--- config.mk ---
export PLATFORM = sky130hd
export DESIGN_NAME = dbv_regs
export DESIGN_NICKNAME = d
export VERILOG_FILES = /design/src/logic/dbv_pkg.sv /design/src/logic/dbv_regs.sv
export SDC_FILE = /design/constraint.sdc
export NUM_CORES = 1
export LEC_CHECK = 0
export BUFFER_PORTS_ARGS = -buffer_cell sky130_fd_sc_hd__buf_4
export CAP_MARGIN = 20
export CORE_MARGIN = 5
export CORE_UTILIZATION = 63
export DETAILED_ROUTE_END_ITERATION = 8
export GPL_TIMING_DRIVEN = 0
export PLACE_DENSITY = 0.92
export SKIP_CTS_REPAIR_TIMING = 1
export SYNTH_ARGS = -nofsm -noshare
export SYNTH_HDL_FRONTEND = slang
export SYNTH_SLANG_ARGS = --single-unit
--- constraint.sdc ---
create_clock -name clock -period 10.3 [get_ports clock]
set_clock_uncertainty 0.05 [all_clocks]
set_input_delay 1.03 -clock clock [delete_from_list [all_inputs] [get_ports clock]]
set_output_delay 1.03 -clock clock [all_outputs]
set_load 0.02 [all_outputs]
--- src/logic/dbv_pkg.sv ---
// Shared constants and carrier types for the dual buck voltage command registers.
// Assumes one 10 MHz clock domain and an upstream serial slave that delivers byte writes.
package dbv_pkg;
  // Register byte addresses
  localparam logic [7:0] ADDR_OUT1_VOLTAGE = 8'h00;
  localparam logic [7:0] ADDR_OUT2_VOLTAGE = 8'h01;
  localparam logic [7:0] ADDR_OUT1_COMMAND = 8'h02;
  localparam logic [7:0] ADDR_OUT2_COMMAND = 8'h03;
  localparam logic [7:0] READ_UNMAPPED     = 8'h00;

  // Reset values
  localparam logic [7:0] VOLTAGE_RESET     = 8'h00;
  localparam logic [7:0] COMMAND_RESET     = 8'h00;

  // Field positions
  localparam int GO_BIT     = 7;
  localparam int SLEW_HI    = 6;
  localparam int SLEW_LO    = 4;
  localparam int MODE_HI    = 2;
  localparam int MODE_LO    = 1;
  localparam int OFF_BIT    = 0;

  // Voltage code scale in millivolts
  localparam logic [10:0] BASE_MV = 11'h2a8; // 680 mV at code 0
  localparam logic [10:0] STEP_MV = 11'h00a; // 10 mV per code step

  // Light-load mode encodings
  typedef enum logic [1:0] {
    MODE_BY_PIN     = 2'b00,
    MODE_FIXED_FREQ = 2'b01,
    MODE_AUTO_SKIP  = 2'b10,
    MODE_RESERVED   = 2'b11
  } dbv_mode_type;

  // Voltage-selection register content
  typedef struct packed {
    logic       go;
    logic [6:0] code;
  } dbv_sel_type;

  // Command register content, reserved bits dropped
  typedef struct packed {
    logic [2:0]   slew;
    dbv_mode_type mode;
    logic         soft_off;
  } dbv_cmd_type;

  // Byte write from the serial front end
  typedef struct packed {
    logic       strobe;
    logic [7:0] addr;
    logic [7:0] data;
  } dbv_wr_type;

  // Settings handed to one regulator loop
  typedef struct packed {
    logic        reg_control;
    logic [6:0]  code;
    logic [10:0] millivolts;
    logic        pulse_skip;
    logic        enabled;
  } dbv_out_type;
endpackage

--- src/logic/dbv_regs.sv ---
// Register bank for two step-down outputs: voltage codes, go bits, slew, mode, soft off.
// Assumes the serial slave pulses the write strobe in the cycle its last data bit completes,
// and that pins and the switching-cycle tick arrive asynchronously.
`timescale 1ns/1ns

// Function
// - Seven-bit code, 10 mV steps from 0.68 V
// - Go bit hands voltage to register code
// - Slew field doubles cycles per step
// - Mode field: pin, fixed, skip, reserved
// - Command bit 0 switches output off
// - Second output has own registers, same layout
// - Paralleled mode uses first output registers only
// - Write takes effect on last data bit
module dbv_regs
  import dbv_pkg::*;
#(
  parameter int STEP_CNT_W = 7
) (
  // Clock and reset
  input  wire logic             clock,
  input  wire logic             rst_n,
  // Byte access from the serial slave
  input  wire dbv_wr_type       wr,
  input  wire logic [7:0]       rd_addr,
  output logic [7:0]            rd_data,
  // Asynchronous pins from the analog side
  input  wire logic             mode_pin_skip,
  input  wire logic             share_pin,
  input  wire logic             switch_tick,
  // Settings to the two regulator loops
  output dbv_out_type [1:0]     buck_out
);

  // Elaboration guard: slew 111 needs a count of 128 switching cycles
  if (STEP_CNT_W < 7) begin : g_width_check
    $error("STEP_CNT_W must hold 128 cycles");
  end

  // Mode resolution, shared by both outputs
  function automatic logic skip_of(input dbv_mode_type m, input logic pin);
    case (m)
      MODE_BY_PIN:     skip_of = pin;
      MODE_AUTO_SKIP:  skip_of = 1'b1;
      default:         skip_of = 1'b0; // Reserved held at fixed frequency, the safe choice
    endcase
  endfunction

  // Command register as read back; reserved bits 7 and 3 forced to zero
  function automatic logic [7:0] cmd_byte(input dbv_cmd_type c);
    cmd_byte                  = 8'h00;
    cmd_byte[SLEW_HI:SLEW_LO] = c.slew;
    cmd_byte[MODE_HI:MODE_LO] = c.mode;
    cmd_byte[OFF_BIT]         = c.soft_off;
  endfunction

  // Stored registers
  dbv_sel_type sel_reg   [2];
  dbv_sel_type sel_next  [2];
  dbv_cmd_type cmd_reg   [2];
  dbv_cmd_type cmd_next  [2];

  // Pin synchronisers, three stages so edge detection skips the first
  // A tick held under one clock high or low can be missed; ticks are slow
  logic [2:0]  mode_sync_reg;
  logic [2:0]  share_sync_reg;
  logic [2:0]  tick_sync_reg;
  logic        mode_s;
  logic        share_s;
  logic        tick_rise;

  always_ff @(posedge clock) begin
    if (!rst_n) begin
      mode_sync_reg  <= 3'h0;
      share_sync_reg <= 3'h0;
      tick_sync_reg  <= 3'h0;
    end else begin
      mode_sync_reg  <= {mode_sync_reg[1:0], mode_pin_skip};
      share_sync_reg <= {share_sync_reg[1:0], share_pin};
      tick_sync_reg  <= {tick_sync_reg[1:0], switch_tick};
    end
  end

  // Only the second stage is read as a level; the third only marks the edge
  assign mode_s    = mode_sync_reg[1];
  assign share_s   = share_sync_reg[1];
  assign tick_rise = tick_sync_reg[1] & ~tick_sync_reg[2];

  // Write address decode
  logic hit_v1;
  logic hit_v2;
  logic hit_c1;
  logic hit_c2;
  dbv_cmd_type wr_cmd;

  assign hit_v1 = wr.strobe && (wr.addr == ADDR_OUT1_VOLTAGE);
  assign hit_v2 = wr.strobe && (wr.addr == ADDR_OUT2_VOLTAGE);
  assign hit_c1 = wr.strobe && (wr.addr == ADDR_OUT1_COMMAND);
  assign hit_c2 = wr.strobe && (wr.addr == ADDR_OUT2_COMMAND);
  // Reserved bits 7 and 3 dropped on write
  // A reserved mode code is kept as written; the loop runs it at fixed frequency
  assign wr_cmd = '{slew:     wr.data[SLEW_HI:SLEW_LO],
                    mode:     dbv_mode_type'(wr.data[MODE_HI:MODE_LO]),
                    soft_off: wr.data[OFF_BIT]};

  // Next register values
  assign sel_next[0] = hit_v1 ? dbv_sel_type'(wr.data) : sel_reg[0];
  assign sel_next[1] = hit_v2 ? dbv_sel_type'(wr.data) : sel_reg[1];
  assign cmd_next[0] = hit_c1 ? wr_cmd : cmd_reg[0];
  assign cmd_next[1] = hit_c2 ? wr_cmd : cmd_reg[1];

  // Storage; the strobe cycle is the completing data bit, so the edge ending it commits
  // Idle bus fields are ignored, so stale address bytes cannot load
  always_ff @(posedge clock) begin
    if (!rst_n) begin
      sel_reg[0] <= dbv_sel_type'(VOLTAGE_RESET);
      sel_reg[1] <= dbv_sel_type'(VOLTAGE_RESET);
      cmd_reg[0] <= dbv_cmd_type'(COMMAND_RESET[5:0]);
      cmd_reg[1] <= dbv_cmd_type'(COMMAND_RESET[5:0]);
    end else begin
      sel_reg[0] <= sel_next[0];
      sel_reg[1] <= sel_next[1];
      cmd_reg[0] <= cmd_next[0];
      cmd_reg[1] <= cmd_next[1];
    end
  end

  // Read decode, registered; unmapped and status offsets return zero
  // Status offset is not built here, so the host sees zero there
  logic [7:0] rd_next;
  logic [7:0] rd_cmd1;
  logic [7:0] rd_cmd2;

  assign rd_cmd1 = cmd_byte(cmd_reg[0]);
  assign rd_cmd2 = cmd_byte(cmd_reg[1]);

  always_comb begin
    if (rd_addr == ADDR_OUT1_VOLTAGE) begin
      rd_next = sel_reg[0];
    end else if (rd_addr == ADDR_OUT2_VOLTAGE) begin
      rd_next = sel_reg[1];
    end else if (rd_addr == ADDR_OUT1_COMMAND) begin
      rd_next = rd_cmd1;
    end else if (rd_addr == ADDR_OUT2_COMMAND) begin
      rd_next = rd_cmd2;
    end else begin
      rd_next = READ_UNMAPPED;
    end
  end

  always_ff @(posedge clock) begin
    if (!rst_n) begin
      rd_data <= READ_UNMAPPED;
    end else begin
      rd_data <= rd_next;
    end
  end

  // Per-output ramp and settings
  genvar i;
  generate
    for (i = 0; i < 2; i++) begin : g_out
      // Paralleled operation slaves output 2 to output 1 settings
      // Output 2 registers still store and read back while shared
      dbv_sel_type           eff_sel;
      dbv_cmd_type           eff_cmd;
      logic [6:0]            code_reg;
      logic [6:0]            code_next;
      logic [STEP_CNT_W-1:0] cnt_reg;
      logic [STEP_CNT_W-1:0] cnt_next;
      logic [STEP_CNT_W-1:0] last_cnt;
      logic                  step;
      dbv_out_type           out_next;

      assign eff_sel = (share_s && i == 1) ? sel_reg[0] : sel_reg[i];
      assign eff_cmd = (share_s && i == 1) ? cmd_reg[0] : cmd_reg[i];

      // Step every 2^slew switching cycles
      // Counter restarts after each step; a slew change counts on from the current value, but a value past the new last count goes to zero with no step
      assign last_cnt = STEP_CNT_W'((1 << eff_cmd.slew) - 1);
      assign step     = tick_rise && (cnt_reg == last_cnt);
      assign cnt_next = !tick_rise ? cnt_reg :
                        (cnt_reg >= last_cnt) ? '0 : cnt_reg + 1'b1;

      // Without go the code follows the register at once, no ramp owed
      // The ramp never overshoots: it stops on the target code
      always_comb begin
        code_next = code_reg;
        if (!eff_sel.go) begin
          code_next = eff_sel.code;
        end else if (step && code_reg < eff_sel.code) begin
          code_next = code_reg + 7'h01;
        end else if (step && code_reg > eff_sel.code) begin
          code_next = code_reg - 7'h01;
        end
      end

      // All loop settings leave through one flop so the loop sees them together
      assign out_next = '{reg_control: eff_sel.go,
                          code:        code_next,
                          millivolts:  BASE_MV + 11'({4'h0, code_next} * STEP_MV),
                          pulse_skip:  skip_of(eff_cmd.mode, mode_s),
                          enabled:     ~eff_cmd.soft_off};

      // Outputs wake enabled and divider-controlled, matching the register defaults
      always_ff @(posedge clock) begin
        if (!rst_n) begin
          code_reg    <= 7'h00;
          cnt_reg     <= '0;
          buck_out[i] <= '{reg_control: 1'b0, code: 7'h00, millivolts: BASE_MV,
                           pulse_skip: 1'b0, enabled: 1'b1};
        end else begin
          code_reg    <= code_next;
          cnt_reg     <= cnt_next;
          buck_out[i] <= out_next;
        end
      end
    end
  endgenerate

endmodule

==> flow_summary.json, run 1 <==
{
  "reg2reg_to": "buck_out[32]$_SDFF_PN1_",
  "reg2reg_depth": 25,
  "yosysTopAreaCellShare_pct": 31.1,
  "endpoint_kind": "flip-flop",
  "p_per_area_mw_per_mm2": 94.0,
  "critPathMaxStageDelay_ns": 0.55,
  "diodes": 0,
  "whs_ns": 0.397,
  "drt-total-wl_um": 16000,
  "dieWidth_um": 107,
  "core-area_mm2": 0.00924,
  "setup_violations": 0,
  "finalSetupTns_ns": 0,
  "routedWlPerCell_um": 17.8,
  "clockBufferDepth": 2,
  "ir_worst_vdd_mv": 0.0951,
  "finalHoldViolations": 0,
  "clkLatencyLatePin_ns": 0.37,
  "critical_path.max_fanout": 10,
  "largest_reg_flops": 29,
  "cpLargestDelayFamily": "adder cells",
  "die_area_mm2": 0.0116,
  "cts.sinks": 93,
  "grt_pass1_wl_um": 25900,
  "synthToLayoutAreaGrowth_pct": 15.4,
  "run_status": "completed",
  "reg2reg_slack_ns": 4.07,
  "numCtsBuffers": 9,
  "min_from": "tick_sync_reg[0]$_SDFF_PN0_",
  "dr.pass1.iters": 6,
  "root_buffer": "clkbuf_8",
  "maxCapViolations": 0,
  "htree_num_levels": 3,
  "postRouteAntennaNets": 0,
  "io_pins": 80,
  "vias": 5618,
  "synthArstFlopShare_pct": 0,
  "drc": 0,
  "syn-mean-instance-area_um2": 8.82,
  "clk_pin_slew_ns": 0.11,
  "min_to": "tick_sync_reg[1]$_SDFF_PN0_",
  "critPathBufInv": 4,
  "required_ns": 10.54,
  "final_layout_size_suffix_gt1_share_pct": 17.3,
  "p_leak_nw": 3.09,
  "synth-warning-count": 0,
  "hpwl_um": 11900,
  "grt_max_degree": 20,
  "initial_core_util_pct": 64.8,
  "synth_edf_count": 0,
  "synthTopCellsByArea": "dfxtp_1 31%, ha_1 12%, mux2i_1 8.2%, nor2_1 4.9%, a21oi_1 2.8%",
  "critPathLaunchType": "flip-flop",
  "min_period_over_period_pct": 60.5,
  "fmax_mhz": 160,
  "vias_per_cell": 6.25,
  "cts_tree": "done",
  "slew_violations": 0,
  "nets": 855,
  "dr.first_iter.drc_count": 423,
  "synth_area_mm2": 0.00599,
  "gp_congestion": 0.941,
  "min_period_ns": 6.23,
  "worst_path_max_delay_cell": "clkbuf_1",
  "hold_path.class": "flip-flop to flip-flop",
  "setup.worst_path.class": "flip-flop to flip-flop",
  "synth_seq_cells": 93,
  "antenna_found_initial": 0,
  "slew-limit-headroom_pct": 30.4,
  "grt_setup_unrepaired": "false",
  "nFillCells": 628,
  "worst_hold_path.num_cells": 1,
  "grt_pass1_vias": 5536,
  "die_h_um": 107,
  "yosysTopAreaCell": "dfxtp_1",
  "ys.flop_type": "dfxtp_1",
  "worstMarginPinSlew_ns": 1.01,
  "grt_util_all_layers_pct": 27.7,
  "synth_cell_type_count": 70,
  "port_buffers": 74,
  "yosysSeqAreaShare_pct": 31.1,
  "grt.overflow.total": 0,
  "cpMostUsedCell": "ha_1",
  "syn-instance-count": 679,
  "crit_arrival_ns": 6.47,
  "num_rows": 35,
  "r2r-start": "share_sync_reg[1]$_SDFF_PN0_"
}
[cell usage in the layout, fill, tap and decap left out, drive strengths merged, types with 6 or more instances in the layout]
cell type	n
a211oi	17
a21oi	34
and2	14
and3	13
buf	90
clkbuf	27
dfxtp	93
ha	58
inv	31
mux2	7
mux2i	49
mux4	6
nand2	34
nand2b	12
nand3	23
nand4	11
nor2	78
nor3	24
nor4	8
o211ai	6
o21ai	23
or3	8
xnor2	12
xor2	15
[cell families (layout without fill, tap and decap cells)]
| kind of cell | count (synthesis) | in the layout | synth area share, % |
|---|---|---|---|
| simple gates | 254 | 254 | 22.4 |
| compound gates | 119 | 119 | 13.1 |
| flops | 93 | 93 | 31.1 |
| buf+inv | 63 | 153 | 4.83 |
| mux | 62 | 62 | 11.8 |
| fa+ha+maj | 60 | 60 | 12.8 |
| xor+xnor | 27 | 27 | 3.95 |
| other cells | 1 | 2 | 0.0626 |
[worst register-to-register path, delay by kind of cell, from the launching register on]
family,cells,cell delay (ns)
adder cells (fa/ha/maj),4,1.44
AND/OR/NAND/NOR,8,1.43
AO/OA/AOI/OAI,5,1.01
buffers and inverters,4,0.92
multiplexers,2,0.59
XOR/XNOR,2,0.37
flip-flops,1,0.35
[final cells by class]
cell class                 count  area [um^2]  share of cell area (%)
buffer                        34          180                    2.61
clock buffer                   9          124                    1.79
clock inverter                 7         75.1                    1.09
inverter                      29          109                    1.58
multi-input combinational    524         3840                    55.6
sequential                    93         1860                    27.0
tap                          129          161                    2.34
timing repair buffer          74          556                    8.04
[metal layers]
layer  vias up  wire, um  GRT usage, %
met5         -         0             0
met3        52      1350          5.40
met1      2616      6450          33.6
li1       2625         -             -
met4         0       465          11.4
met2       325      7730          47.7
[worst max path at each step]
stage                                 startpoint                 endpoint  slack [ns]  cells after the start
finish              share_sync_reg[1]$_SDFF_PN0_  buck_out[32]$_SDFF_PN1_        4.07                     25
global placement    share_sync_reg[1]$_SDFF_PN0_  buck_out[32]$_SDFF_PN1_        4.50                     25
CTS                 share_sync_reg[1]$_SDFF_PN0_  buck_out[32]$_SDFF_PN1_        4.18                     25
detailed placement  share_sync_reg[1]$_SDFF_PN0_  buck_out[33]$_SDFF_PN0_        4.30                     24
global route        share_sync_reg[1]$_SDFF_PN0_  buck_out[33]$_SDFF_PN0_        3.72                     24
floorplan           share_sync_reg[1]$_SDFF_PN0_  buck_out[32]$_SDFF_PN1_        5.06                     25
[cell usage after synthesis (3+ instances only)]
cell type,count
o21bai_1,3
buf_4,7
and3_1,12
a21oi_1,34
o21ai_0,21
nor3b_1,4
xor2_1,15
inv_1,27
nor3_1,21
mux4_2,6
buf_2,3
nand2_1,34
dfxtp_1,93
nand2b_1,12
nor4_1,6
mux2_2,7
or3_1,7
mux2i_1,49
clkbuf_1,18
buf_1,3
a211oi_1,16
a2111oi_0,3
o211ai_1,6
nand3_1,23
o21a_1,5
buf_6,3
nand4_1,11
nand4b_1,3
nor2b_1,5
a21boi_0,3
nor2_1,78
xnor2_1,12
and2_1,14
ha_1,58
nand3b_1,4
a21o_1,5
or2_2,3
[report_power, final]
group	total (W)	switching [W]	internal, W
Clock	0.000244	0.000148	0.0000957
Combinational	0.0000432	0.0000255	0.0000176
Sequential	0.000363	0.00000145	0.000362
Total	0.000650	0.000175	0.000475
[through the flow]
step / instance area, um^2 / worst slack (ns) / utilization (%) / power, W / std cells
after global routing: 6910 / 3.72 / 74.8 / 0.000674 / 899
final: 6910 / 4.07 / 74.8 / 0.000650 / 899
after global placement: 6710 / 4.50 / 72.6 / 0.000411 / 883
after detailed placement: 6710 / 4.30 / 72.6 / 0.000413 / 883
after floorplan: 5990 / 5.06 / - / 0.000395 / 680
after CTS: 6910 / 4.18 / 74.8 / 0.000652 / 899
Note: power is estimated with default switching activity, not from simulation.
==> run 2: changes to the inputs <==
--- a/config.mk
+++ b/config.mk
@@ -5,13 +5,14 @@
 export SDC_FILE = /design/constraint.sdc
 export NUM_CORES = 1
 export LEC_CHECK = 0
+export ABC_AREA = 1
 export BUFFER_PORTS_ARGS = -buffer_cell sky130_fd_sc_hd__buf_4
 export CAP_MARGIN = 20
 export CORE_MARGIN = 5
-export CORE_UTILIZATION = 63
+export CORE_UTILIZATION = 53
 export DETAILED_ROUTE_END_ITERATION = 8
 export GPL_TIMING_DRIVEN = 0
-export PLACE_DENSITY = 0.92
+export PLACE_DENSITY = 0.83
 export SKIP_CTS_REPAIR_TIMING = 1
 export SYNTH_ARGS = -nofsm -noshare
 export SYNTH_HDL_FRONTEND = slang
==> constraint.sdc (replaced) <==
create_clock -name clock -period 5.5 [get_ports clock]
set_clock_uncertainty 0.05 [all_clocks]
set_input_delay 0.55 -clock clock [delete_from_list [all_inputs] [get_ports clock]]
set_output_delay 0.55 -clock clock [all_outputs]
set_load 0.02 [all_outputs]
==> flow_summary.json, run 2 <==
{
  "synth-warning-count": 0,
  "syn-mean-instance-area_um2": 7.21,
  "core-area_mm2": 0.0108,
  "p_per_area_mw_per_mm2": 206,
  "dieWidth_um": 115,
  "synth_most_common_cell": "nand2_1",
  "drt-total-wl_um": 14000,
  "finalHoldViolations": 0,
  "grt_max_degree": 17,
  "grt_pass1_wl_um": 23000,
  "io_pins": 80,
  "cts_tree": "done",
  "most-common-layout-cells": "155 x nand2_1, 104 x inv_1, 92 x dfxtp_1",
  "nets": 982,
  "yosysTopAreaCellShare_pct": 32.2,
  "die_area_mm2": 0.0131,
  "drc": 0,
  "run_status": "completed",
  "synthToLayoutAreaGrowth_pct": 17.2,
  "gp_congestion": 0.892,
  "synthTopCellsByArea": "dfxtp_1 32%, ha_1 13%, nand2_1 10%, inv_1 6.7%, a21oi_1 5.8%",
  "final_layout_size_suffix_gt1_share_pct": 18.1,
  "yosysTopAreaCell": "dfxtp_1",
  "hpwl_um": 10800,
  "port_buffers": 77,
  "postRouteAntennaNets": 0,
  "setup_violations": 0,
  "die_h_um": 115,
  "worst_path_max_delay_cell": "dfxtp_2",
  "grt_pass1_vias": 4960,
  "grt.overflow.total": 0,
  "worstMarginPinSlew_ns": 0.701,
  "ys.flop_type": "dfxtp_1",
  "clk_pin_slew_ns": 0.11,
  "clockBufferDepth": 2,
  "slew_violations": 0,
  "clkLatencyLatePin_ns": 0.39,
  "grt_setup_unrepaired": "false",
  "maxCapViolations": 0,
  "synth_cell_type_count": 45,
  "routedWlPerCell_um": 13.5,
  "synth_seq_cells": 93,
  "endpoint_kind": "flip-flop",
  "hold_path.class": "input pin to flip-flop",
  "htree_num_levels": 3,
  "dr.pass1.iters": 5,
  "synth_area_mm2": 0.00579,
  "critPathMaxStageDelay_ns": 0.41,
  "num_rows": 38,
  "place_area_mm2": 0.00655,
  "diodes": 0,
  "layout_commonest_cell": "nand2_1",
  "syn-instance-count": 803,
  "vias_per_cell": 5.33,
  "numCtsBuffers": 9,
  "ir_worst_vdd_mv": 0.0911,
  "required_ns": 5.73,
  "initial_core_util_pct": 53.7,
  "grt_util_all_layers_pct": 21.9,
  "dr.first_iter.drc_count": 484,
  "slew-limit-headroom_pct": 53.3,
  "cts.sinks": 93,
  "design_area_mm2": 0.00679,
  "fmax_mhz": 195,
  "yosysSeqAreaShare_pct": 32.2,
  "vias": 5525,
  "p_leak_nw": 3.33,
  "critPathLaunchType": "flip-flop",
  "synth_edf_count": 0,
  "cpMostUsedCell": "nand2_1",
  "synthArstFlopShare_pct": 0,
  "min_period_over_period_pct": 93.0,
  "root_buffer": "clkbuf_8",
  "largest_reg_flops": 29,
  "yosys-top-cells-count": "155 x nand2_1, 104 x inv_1, 93 x dfxtp_1",
  "antenna_found_initial": 0,
  "setup.worst_path.class": "flip-flop to flip-flop",
  "finalSetupTns_ns": 0,
  "critical_path.max_fanout": 10,
  "crit_arrival_ns": 5.35,
  "min_period_ns": 5.12
}
==> run 2: changes by cell type after synthesis, sizes merged, moves of 8 or more <==
cell    change
inv        +81
or2         +9
o21ai      +44
and2       -14
a211oi     -17
and3       -13
nand2b     -12
or3         -8
nand2     +129
mux2i      -49
nand3      +23
clkbuf     -11
a21oi      +36
nor3       -14
==> run 2: stage by stage <==
stage               hold WS, ns  std cells  power [W]  setup slack (ns)  util (%)
global route              0.305       1037    0.00145           0.00674      62.9
global placement          0.317       1021   0.000881             0.324      60.7
CTS                       0.285       1037    0.00140             0.183      62.7
finish                    0.292       1037    0.00140             0.383      62.9
floorplan                 0.308        804   0.000823             0.999         -
detailed placement        0.325       1021   0.000884             0.217      60.7
==> run 2: final timing paths <==
| kind | from | to | slack (ns) | depth (start not counted) |
|---|---|---|---|---|
| worst max-delay path | share_sync_reg[1]$_SDFF_PN0_ | buck_out[33]$_SDFF_PN0_ | 0.38 | 31 |
| worst min-delay path | switch_tick | tick_sync_reg[0]$_SDFF_PN0_ | 0.29 | 3 |
| worst max register to register | share_sync_reg[1]$_SDFF_PN0_ | buck_out[33]$_SDFF_PN0_ | 0.38 | 31 |
| worst min register to register | cmd_reg[0][0]$_SDFFE_PN0P_ | buck_out[0]$_SDFF_PN1_ | 0.34 | 1 |
==> run 2: layer usage <==
layer	vias up	part of all wire [%]	track usage (%)
li1	2812	-	-
met4	0	2.1	7.28
met1	2504	47	30.4
met2	182	45	35.0
met3	27	5.8	3.17
met5	-	0	0
==> run 2: final cells by class <==
class                   instances  area [um^2]
clock inverters                 7          100
multi-input cells             574         3380
repair buffers                 77          578
clock buffers                   9          124
well taps                     140          175
plain buffers                  22          131
fillers                       943         4010
inverters                     115          434
flip-flops and latches         93         1860
==> run 2: worst max-delay path, delay by kind of cell, from the launching register on <==
family | cells | cell delay, ns
AOI/OAI and AO/OA | 4 | 0.55
xor gates and xnor gates | 2 | 0.35
adders and majority gates | 4 | 1.16
buffers and inverters | 3 | 0.35
DFF | 1 | 0.41
and+or+nand+nor | 18 | 2.13
==> run 2: cells by family (layout without fill, tap and decap cells) <==
logic type      count (synthesis)  after routing  share of synthesized area, %
other cells                     1              2                        0.0648
compound gates                159            159                          15.2
buf+inv                       137            230                          9.72
flops                          93             93                          32.2
xor+xnor                       23             23                          3.48
fa+ha+maj                      60             60                          13.2
simple gates                  330            330                          26.1
==> run 2: report_power, final <==
part / switching, W / internal [W]
registers: 0.00000678 / 0.000684
clock network: 0.000266 / 0.000257
logic: 0.000111 / 0.0000698
